## src/rtl/smc_pkg.sv

```systemverilog
// Register map, field layout and switch tables for the switch matrix block
package smc_pkg;
	// Bus encodings
	localparam logic [1:0] HTRANS_NONSEQ = 2'h2;
	localparam logic [2:0] HSIZE_WORD = 3'h2;
	localparam logic [31:0] RDATA_ZERO = 32'h00000000;
	// Register byte addresses
	localparam logic [31:0] GROUPED_ADDR = 32'h0000200C;
	localparam logic [31:0] INDIV_ADDR = 32'h00002150;
	localparam logic [31:0] STATUS_ADDR = 32'h000021F0;
	// Grouped register fields
	localparam int MUX_W = 4;
	localparam int EXC_MUX_LSB = 0;
	localparam int POS_MUX_LSB = 4;
	localparam int NEG_MUX_LSB = 8;
	localparam int TIA_MUX_LSB = 12;
	localparam int SRC_SEL_BIT = 16;
	localparam int TIA_SW9_BIT = 17;
	localparam int TIA_SW10_BIT = 18;
	localparam logic [3:0] MUX_RESET = 4'hF;
	localparam logic SRC_SEL_RESET = 1'b0;
	localparam logic TIA_SW_RESET = 1'b0;
	// Individual register
	localparam int EXC_W = 8;
	localparam logic [7:0] INDIV_RESET = 8'h00;
	localparam logic [7:0] INDIV_FUNC_MASK = 8'hDF;
	// Status register fields
	localparam int ST_EXC_LSB = 0;
	localparam int ST_POS_LSB = 8;
	localparam int ST_SRC_BIT = 24;
	// Switch vectors
	localparam int POS_W = 12;
	typedef logic [POS_W-1:0] smc_pos_t;
	typedef logic [EXC_W-1:0] smc_exc_t;
	typedef struct packed {
		smc_pos_t pos;
		smc_exc_t exc;
	} smc_switch_s;
	localparam smc_pos_t POS_OPEN = 12'h000;
	localparam smc_pos_t POS_LOOP = 12'h001;
	localparam smc_pos_t POS_CAL0 = 12'h002;
	localparam smc_pos_t POS_SW2 = 12'h004;
	localparam smc_pos_t POS_SW3 = 12'h008;
	localparam smc_pos_t POS_SW4 = 12'h010;
	localparam smc_pos_t POS_SW5 = 12'h020;
	localparam smc_pos_t POS_SW6 = 12'h040;
	localparam smc_pos_t POS_SW7 = 12'h080;
	localparam smc_pos_t POS_SW8 = 12'h100;
	localparam smc_pos_t POS_SW9 = 12'h200;
	localparam smc_pos_t POS_SW11 = 12'h400;
	localparam smc_pos_t POS_LOOP2 = 12'h800;
	localparam smc_exc_t EXC_OPEN = 8'h00;
	localparam smc_exc_t EXC_CAL0 = 8'h01;
	localparam smc_exc_t EXC_OUT2 = 8'h02;
	localparam smc_exc_t EXC_OUT3 = 8'h04;
	localparam smc_exc_t EXC_OUT4 = 8'h08;
	localparam smc_exc_t EXC_OUT5 = 8'h10;
	localparam smc_exc_t EXC_OUT6 = 8'h20;
	localparam smc_exc_t EXC_OUT7 = 8'h40;
	localparam smc_exc_t EXC_OUT8 = 8'h80;
	localparam smc_exc_t EXC_ALL = 8'hFF;
	// Code tables, entry 15 first
	localparam logic [16*POS_W-1:0] POS_TABLE = {
		POS_OPEN, POS_LOOP2, POS_LOOP2, POS_OPEN,
		POS_SW11, POS_OPEN, POS_SW9, POS_SW8,
		POS_SW7, POS_SW6, POS_SW5, POS_SW4,
		POS_SW3, POS_SW2, POS_CAL0, POS_LOOP};
	localparam logic [16*EXC_W-1:0] EXC_TABLE = {
		EXC_OPEN, EXC_OPEN, EXC_OPEN, EXC_OPEN,
		EXC_OPEN, EXC_OPEN, EXC_ALL, EXC_OUT8,
		EXC_OUT7, EXC_OUT6, EXC_OUT5, EXC_OUT4,
		EXC_OUT3, EXC_OUT2, EXC_CAL0, EXC_OPEN};
endpackage : smc_pkg

```

## src/rtl/smc_mux_decode.sv

```systemverilog
// Table lookup from a grouped mux code to its switch-close pattern
`timescale 1ns/100ps
module smc_mux_decode #(
	parameter int WIDTH = 8,
	parameter logic [16*WIDTH-1:0] TABLE = '0
) (
	input wire logic [3:0] code,
	output logic [WIDTH-1:0] closed
);
	// Every code has an entry, so no illegal input exists
	assign closed = TABLE[code*WIDTH +: WIDTH];
endmodule : smc_mux_decode

```

## src/rtl/smc_switch_regs.sv

```systemverilog
// Switch matrix control registers on AHB-Lite with switch-close outputs
//
// Local design decision: the AHB-Lite interface to the registers.
`timescale 1ns/100ps
// Behaviour
// - Positive codes 0101..1001 close only positive switch 5..9
// - Positive code 1011 closes only switch 11; 1010 and 1100 reserved
// - Positive 1101, 1110 close second loop switch; 1111 opens all
// - Excitation mux field is grouped bits [3:0], read/write, reset 0xF
// - Excitation code 0000 opens all; 0001 closes cal resistor switch
// - Excitation codes 0010..1000 close output switch 2..8 alone
// - Excitation code 1001 closes all; 1010..1111 open all
// - Individual register resets to zero; each bit 1 except bit 5 closes its switch
// - Individual bits [31:8] read zero; bit 5 has no switch function
// - Individual bit 7 drives output switch 8, bit 6 switch 7
// - Individual bit 4 drives output switch 5 to counter electrode
// - Individual bits 3, 2, 1 drive output switches 4, 3, 2
// - Individual bit 0 drives the cal resistor 0 output switch
// - Grouped bit 16 selects individual (1) or grouped (0) control
module smc_switch_regs (
	input wire logic CLK_SYS,
	input wire logic RSTN,
	input wire logic HSEL,
	input wire logic [31:0] HADDR,
	input wire logic [1:0] HTRANS,
	input wire logic HWRITE,
	input wire logic [2:0] HSIZE,
	input wire logic [31:0] HWDATA,
	input wire logic HREADY,
	output logic [31:0] HRDATA,
	output logic HREADYOUT,
	output logic HRESP,
	output smc_pkg::smc_switch_s SW_CLOSE
);
	import smc_pkg::*;

	// Address phase capture
	logic ap_take;
	logic ap_read;
	logic dp_valid;
	logic dp_write;
	logic dp_word;
	logic [31:0] dp_addr;
	logic next_dp_valid;
	logic next_dp_write;
	logic next_dp_word;
	logic [31:0] next_dp_addr;

	// Grouped register fields
	logic switch_source_select;
	logic tia_sw9;
	logic tia_sw10;
	logic [3:0] tia_mux_field;
	logic [3:0] neg_mux_field;
	logic [3:0] positive_group_mux_field;
	logic [3:0] excitation_output_mux_field;
	logic next_switch_source_select;
	logic next_tia_sw9;
	logic next_tia_sw10;
	logic [3:0] next_tia_mux_field;
	logic [3:0] next_neg_mux_field;
	logic [3:0] next_positive_group_mux_field;
	logic [3:0] next_excitation_output_mux_field;

	// Individual register
	logic [7:0] excitation_output_switch_individual;
	logic [7:0] next_excitation_output_switch_individual;

	// Write decode
	logic wr_commit;
	logic wr_grouped;
	logic wr_indiv;

	// Read decode
	logic rd_grouped;
	logic rd_indiv;
	logic rd_status;
	logic [31:0] next_grouped_word;
	logic [31:0] next_indiv_word;
	logic [31:0] status_word;
	logic [31:0] rd_mux;
	logic [31:0] next_rdata;

	// Switch selection
	smc_pos_t pos_grouped;
	smc_exc_t exc_grouped;
	smc_exc_t exc_indiv;
	smc_pos_t pos_selected;
	smc_exc_t exc_selected;
	smc_switch_s next_sw_close;

	// Zero wait states, so the slave never stretches a transfer
	assign HREADYOUT = 1'b1;
	assign HRESP = 1'b0;

	// Address phase is taken only when the bus says the slot is free
	assign ap_take = HSEL && (HTRANS == HTRANS_NONSEQ) && HREADY;
	assign ap_read = ap_take && !HWRITE;

	assign next_dp_valid = ap_take;
	assign next_dp_write = ap_take && HWRITE;
	assign next_dp_word = ap_take && (HSIZE == HSIZE_WORD);
	assign next_dp_addr = ap_take ? HADDR : dp_addr;

	always_ff @(posedge CLK_SYS) begin
		if (!RSTN) begin
			dp_valid <= 1'b0;
			dp_write <= 1'b0;
			dp_word <= 1'b0;
			dp_addr <= 32'h00000000;
		end else begin
			dp_valid <= next_dp_valid;
			dp_write <= next_dp_write;
			dp_word <= next_dp_word;
			dp_addr <= next_dp_addr;
		end
	end

	// Sub-word writes are dropped; partial lane merge not worth the area
	assign wr_commit = dp_valid && dp_write && dp_word && HREADY;
	assign wr_grouped = wr_commit && (dp_addr == GROUPED_ADDR);
	assign wr_indiv = wr_commit && (dp_addr == INDIV_ADDR);

	// Grouped register next values
	assign next_switch_source_select = wr_grouped ?
		HWDATA[SRC_SEL_BIT] : switch_source_select;
	assign next_tia_sw9 = wr_grouped ?
		HWDATA[TIA_SW9_BIT] : tia_sw9;
	assign next_tia_sw10 = wr_grouped ?
		HWDATA[TIA_SW10_BIT] : tia_sw10;
	assign next_tia_mux_field = wr_grouped ?
		HWDATA[TIA_MUX_LSB +: MUX_W] : tia_mux_field;
	assign next_neg_mux_field = wr_grouped ?
		HWDATA[NEG_MUX_LSB +: MUX_W] : neg_mux_field;
	assign next_positive_group_mux_field = wr_grouped ?
		HWDATA[POS_MUX_LSB +: MUX_W] : positive_group_mux_field;
	assign next_excitation_output_mux_field = wr_grouped ?
		HWDATA[EXC_MUX_LSB +: MUX_W] :
		excitation_output_mux_field;

	// Individual register next value, upper bits never stored
	assign next_excitation_output_switch_individual = wr_indiv ?
		HWDATA[EXC_W-1:0] :
		excitation_output_switch_individual;

	always_ff @(posedge CLK_SYS) begin
		if (!RSTN) begin
			switch_source_select <= SRC_SEL_RESET;
			tia_sw9 <= TIA_SW_RESET;
			tia_sw10 <= TIA_SW_RESET;
			tia_mux_field <= MUX_RESET;
			neg_mux_field <= MUX_RESET;
			positive_group_mux_field <= MUX_RESET;
			excitation_output_mux_field <= MUX_RESET;
		end else begin
			switch_source_select <= next_switch_source_select;
			tia_sw9 <= next_tia_sw9;
			tia_sw10 <= next_tia_sw10;
			tia_mux_field <= next_tia_mux_field;
			neg_mux_field <= next_neg_mux_field;
			positive_group_mux_field <= next_positive_group_mux_field;
			excitation_output_mux_field <=
				next_excitation_output_mux_field;
		end
	end

	always_ff @(posedge CLK_SYS) begin
		if (!RSTN) begin
			excitation_output_switch_individual <= INDIV_RESET;
		end else begin
			excitation_output_switch_individual <=
				next_excitation_output_switch_individual;
		end
	end

	// Readback words built from next values, so a read right after
	// a write to the same register returns the new contents
	always_comb begin
		next_grouped_word = RDATA_ZERO;
		next_grouped_word[SRC_SEL_BIT] = next_switch_source_select;
		next_grouped_word[TIA_SW9_BIT] = next_tia_sw9;
		next_grouped_word[TIA_SW10_BIT] = next_tia_sw10;
		next_grouped_word[TIA_MUX_LSB +: MUX_W] = next_tia_mux_field;
		next_grouped_word[NEG_MUX_LSB +: MUX_W] = next_neg_mux_field;
		next_grouped_word[POS_MUX_LSB +: MUX_W] =
			next_positive_group_mux_field;
		next_grouped_word[EXC_MUX_LSB +: MUX_W] =
			next_excitation_output_mux_field;
	end

	always_comb begin
		next_indiv_word = RDATA_ZERO;
		next_indiv_word[EXC_W-1:0] =
			next_excitation_output_switch_individual;
	end

	// Status shows the switch state actually driven right now
	always_comb begin
		status_word = RDATA_ZERO;
		status_word[ST_EXC_LSB +: EXC_W] = SW_CLOSE.exc;
		status_word[ST_POS_LSB +: POS_W] = SW_CLOSE.pos;
		status_word[ST_SRC_BIT] = switch_source_select;
	end

	// Unmapped reads return zero with an OKAY response
	assign rd_grouped = ap_read && (HADDR == GROUPED_ADDR);
	assign rd_indiv = ap_read && (HADDR == INDIV_ADDR);
	assign rd_status = ap_read && (HADDR == STATUS_ADDR);
	assign rd_mux = ({32{rd_grouped}} & next_grouped_word) |
		({32{rd_indiv}} & next_indiv_word) |
		({32{rd_status}} & status_word);
	assign next_rdata = ap_read ? rd_mux : RDATA_ZERO;

	always_ff @(posedge CLK_SYS) begin
		if (!RSTN) begin
			HRDATA <= RDATA_ZERO;
		end else begin
			HRDATA <= next_rdata;
		end
	end

	// Grouped positive decode
	smc_mux_decode #(
		.WIDTH(POS_W),
		.TABLE(POS_TABLE)
	) u_pos_decode (
		.code(positive_group_mux_field),
		.closed(pos_grouped)
	);

	// Grouped excitation decode
	smc_mux_decode #(
		.WIDTH(EXC_W),
		.TABLE(EXC_TABLE)
	) u_exc_decode (
		.code(excitation_output_mux_field),
		.closed(exc_grouped)
	);

	// Bit order matches switch order; bit 5 never reaches a switch
	assign exc_indiv = excitation_output_switch_individual &
		INDIV_FUNC_MASK;

	// No individual positive register here, so that group opens
	assign pos_selected = switch_source_select ?
		POS_OPEN : pos_grouped;
	assign exc_selected = switch_source_select ?
		exc_indiv : exc_grouped;

	assign next_sw_close.pos = pos_selected;
	assign next_sw_close.exc = exc_selected;

	// Registered so switch drivers never see decode glitches
	always_ff @(posedge CLK_SYS) begin
		if (!RSTN) begin
			SW_CLOSE.pos <= POS_OPEN;
			SW_CLOSE.exc <= EXC_OPEN;
		end else begin
			SW_CLOSE <= next_sw_close;
		end
	end
endmodule : smc_switch_regs

```

## config.mk

```make
export PLATFORM = sky130hd
export DESIGN_NAME = smc_switch_regs
export DESIGN_NICKNAME = d
export VERILOG_FILES = /design/src/rtl/smc_pkg.sv /design/src/rtl/smc_mux_decode.sv /design/src/rtl/smc_switch_regs.sv
export SDC_FILE = /design/constraint.sdc
export NUM_CORES = 1
export LEC_CHECK = 0
export BUFFER_PORTS_ARGS = -buffer_cell sky130_fd_sc_hd__buf_4
export CAP_MARGIN = 20
export CELL_PAD_IN_SITES_DETAIL_PLACEMENT = 1
export CELL_PAD_IN_SITES_GLOBAL_PLACEMENT = 1
export CORE_MARGIN = 5
export CORE_UTILIZATION = 39
export DETAILED_ROUTE_END_ITERATION = 10
export MAX_ROUTING_LAYER = met4
export PLACE_DENSITY = 0.87
export SYNTH_ARGS = -nofsm -noshare
export SYNTH_HDL_FRONTEND = slang
export SYNTH_HIERARCHICAL = 1
export SYNTH_SLANG_ARGS = --single-unit
export TNS_END_PERCENT = 10
```

## constraint.sdc

```tcl
create_clock -name CLK_SYS -period 2.4 [get_ports CLK_SYS]
set_input_delay 0.48 -clock CLK_SYS [delete_from_list [all_inputs] [get_ports CLK_SYS]]
set_output_delay 0.48 -clock CLK_SYS [all_outputs]
set_load 0.005 [all_outputs]
```

==> flow_summary.json <==
{
  "rsz0062_at_grt": "false",
  "hp-start": "HSIZE[0]",
  "finalCritPeriodShare_pct": 92.0,
  "cp_max_fo": 19,
  "coreArea_mm2": 0.0109,
  "ios": 128,
  "critical_path.endpoint_type": "flip-flop",
  "num_rows": 38,
  "crit_chain": "nor4_2 > nand4_2 > nor4_4 > buf_12 > mux2i_1 > o22a_1 > a21oi_1",
  "io_buffers": 101,
  "fill_cells": 1257,
  "fin_util_pct": 49.0,
  "finalMaxSlewViolations": 0,
  "slew_headroom_pct": 54.6,
  "max_cap_violations": 0,
  "synthTopCellsByArea": "dfxtp_1 (47%), nand2_1 (7.9%), mux2i_1 (7.8%)",
  "synth_top_area_share_pct": 47.5,
  "areaGrowthSynthToFinish_pct": 22.8,
  "required_ns": 2.63,
  "initialDrtViolationCount": 181,
  "dp_hpwl_mm": 8.50,
  "skew_ns": 0.0122,
  "numCtsBuffers": 9,
  "fmax_ghz": 0.453,
  "die_x_um": 116,
  "grt_max_degree": 36,
  "synth_area_per_cell_um2": 9.72,
  "clock-root-buffer": "clkbuf_8",
  "synth_edf_count": 0,
  "antenna_found_initial": 0,
  "grt_overflow": 0,
  "drive_above_1_share_pct": 27.7,
  "totalWireLength_mm": 11.6,
  "pre_cts_ws_ns": -0.0289,
  "synth.largest_area_cell": "dfxtp_1",
  "synth_cell_types": 46,
  "ant_nets": 0,
  "drtPass1Iterations": 4,
  "crit_start": "dp_addr[15]",
  "hold_viol": 0,
  "die_y_um": 116,
  "clkTransAtPathRegs_ns": 0.10,
  "syn_inst": 447,
  "synth_most_common_cell": "dfxtp_1",
  "n_antenna_cell": 0,
  "power_density_mw_per_mm2": 557,
  "r2r_start": "dp_addr[15]",
  "yosysWarnings": 6,
  "tritoncts": "built",
  "first_global_vias": 3770,
  "tightest_slew_ns": 0.679,
  "clock-sinks": 103,
  "htree_levels": 3,
  "ctsHoldBuffers": 0,
  "worst_setup_path_start_kind": "flip-flop",
  "status": "complete, no violations",
  "gp_congestion": 0.763,
  "postSynth.asyncResetShare_pct": 0,
  "finalSetupViolCount": 0,
  "p_leak_nw": 2.09,
  "synth_ff_type": "dfxtp_1",
  "cp_slowest_cell": "nor4_2",
  "fin_nets": 615,
  "hold_class": "primary input to flip-flop",
  "ir_worst_vdd_v": 0.000239,
  "clock_latency_ns": 0.36,
  "synth_common_cells": "dfxtp_1 (103), nand2_1 (92), mux2i_1 (34)",
  "seq_area_frac_synth_pct": 47.5,
  "cts_setup_buffers": 0,
  "cts_resized": 0,
  "critPathArrivalTime_ns": 2.44,
  "period_minus_slack_ns": 2.21,
  "vias": 3391,
  "viasPerCell": 4.97,
  "syn_area_mm2": 0.00434,
  "cp_slowest_stage_delay_ns": 0.40,
  "clockBufferDepth": 2,
  "wire_per_inst_um": 17.0,
  "grt_pass1_wl_mm": 18.5,
  "synth_seq_cells": 103,
  "dieArea_mm2": 0.0133,
  "timing.final.ws_setup_ns": 0.193,
  "drc": 0,
  "grt_util_all_layers_pct": 18.1,
  "crit_type": "flip-flop to flip-flop",
  "initial_core_util_pct": 39.9
}
per-layer routing:
| metal | track usage, % | routed length, µm | vias up |
|---|---|---|---|
| met4 | 6.26 | 231 | 0 |
| met2 | 31.8 | 5970 | 78 |
| li1 | - | - | 1671 |
| met5 | - | 0 | - |
| met3 | 2.87 | 455 | 21 |
| met1 | 21.1 | 4970 | 1621 |
layout make-up:
cell class                 instances  area [µm²]  area share [%]
clock buffer                      10         128            2.39
clock inverter                     6        61.3            1.15
inverter                           3        11.3           0.211
multi-input combinational        312        2050            38.4
sequential                       103        2060            38.6
tap                              140         175            3.28
timing repair buffer             108         848            15.9
cell usage in the layout, fill, tap and decap left out, types with 3 or more instances in the layout:
| master | synthesis | routed |
|---|---|---|
| clkbuf_8 | 2 | 9 |
| nor4_1 | 7 | 7 |
| and2_1 | 13 | 13 |
| and3_1 | 5 | 5 |
| inv_1 | 3 | 3 |
| dfxtp_1 | 103 | 103 |
| o22a_1 | 8 | 8 |
| and3b_1 | 6 | 6 |
| nand4_1 | 6 | 6 |
| nor3b_2 | 4 | 4 |
| a21boi_0 | 32 | 32 |
| clkinv_2 | 0 | 3 |
| a21oi_1 | 3 | 3 |
| nor2_1 | 18 | 18 |
| a2bb2oi_1 | 11 | 11 |
| nand2_1 | 92 | 92 |
| conb_1 | 2 | 13 |
| nand2b_1 | 4 | 4 |
| a21oi_2 | 6 | 6 |
| buf_4 | 16 | 105 |
| buf_12 | 0 | 3 |
| and2b_2 | 5 | 5 |
| mux2i_1 | 34 | 34 |
| nor2b_1 | 14 | 14 |
| ha_1 | 4 | 4 |
report_power, final:
group          switching [W]  internal [W]
logic              0.0000768     0.0000902
clock network       0.000596      0.000480
registers         0.00000807       0.00172
total               0.000681       0.00229
through the flow:
stage,cell area (µm²),total power [W],std cells,hold WS [ns],TNS (ns)
after floorplan,4390,0.00184,458,0.439,0
after global placement,5150,0.00193,666,0.449,0
after detailed placement,5150,0.00193,666,0.453,-0.0412
after CTS,5340,0.00301,682,0.256,0
after global routing,5340,0.00308,682,0.263,0
final,5340,0.00297,682,0.278,0
worst max-delay path: cells and delay by family (launching register included):
kind	cells	cell delay, ns
buf+inv	1	0.24
mux	1	0.28
compound gates	2	0.25
flops	1	0.34
simple gates	3	0.94
worst paths after layout:
kind,to,slack (ns),cells after the start
setup / recovery,HRDATA[0],0.19,7
hold / removal,dp_word,0.28,2
setup reg to reg,HRDATA[0],0.19,7
hold reg to reg,dp_addr[12],0.46,2
state kept, by name (all words and copies together), names as in the netlist:
register	count
tia_mux_field	4
dp_addr	32
tia_sw10	1
dp_valid	1
tia_sw9	1
positive_group_mux_field	4
SW_CLOSE	20
excitation_output_switch_individual	8
dp_word	1
switch_source_select	1
HRDATA	21
excitation_output_mux_field	4
dp_write	1
neg_mux_field	4
logic make-up after synthesis:
logic type               after synthesis  share of synthesized area [%]
multiplexers                          34                           7.83
buffers and inverters                 43                           6.48
other                                  2                          0.173
AO/OA/AOI/OAI                         63                           11.3
adder cells (fa/ha/maj)                4                           1.15
flip-flops                           103                           47.5
AND/OR/NAND/NOR                      197                           25.4
XOR/XNOR                               1                          0.202
(Power assumes the default switching activity.)
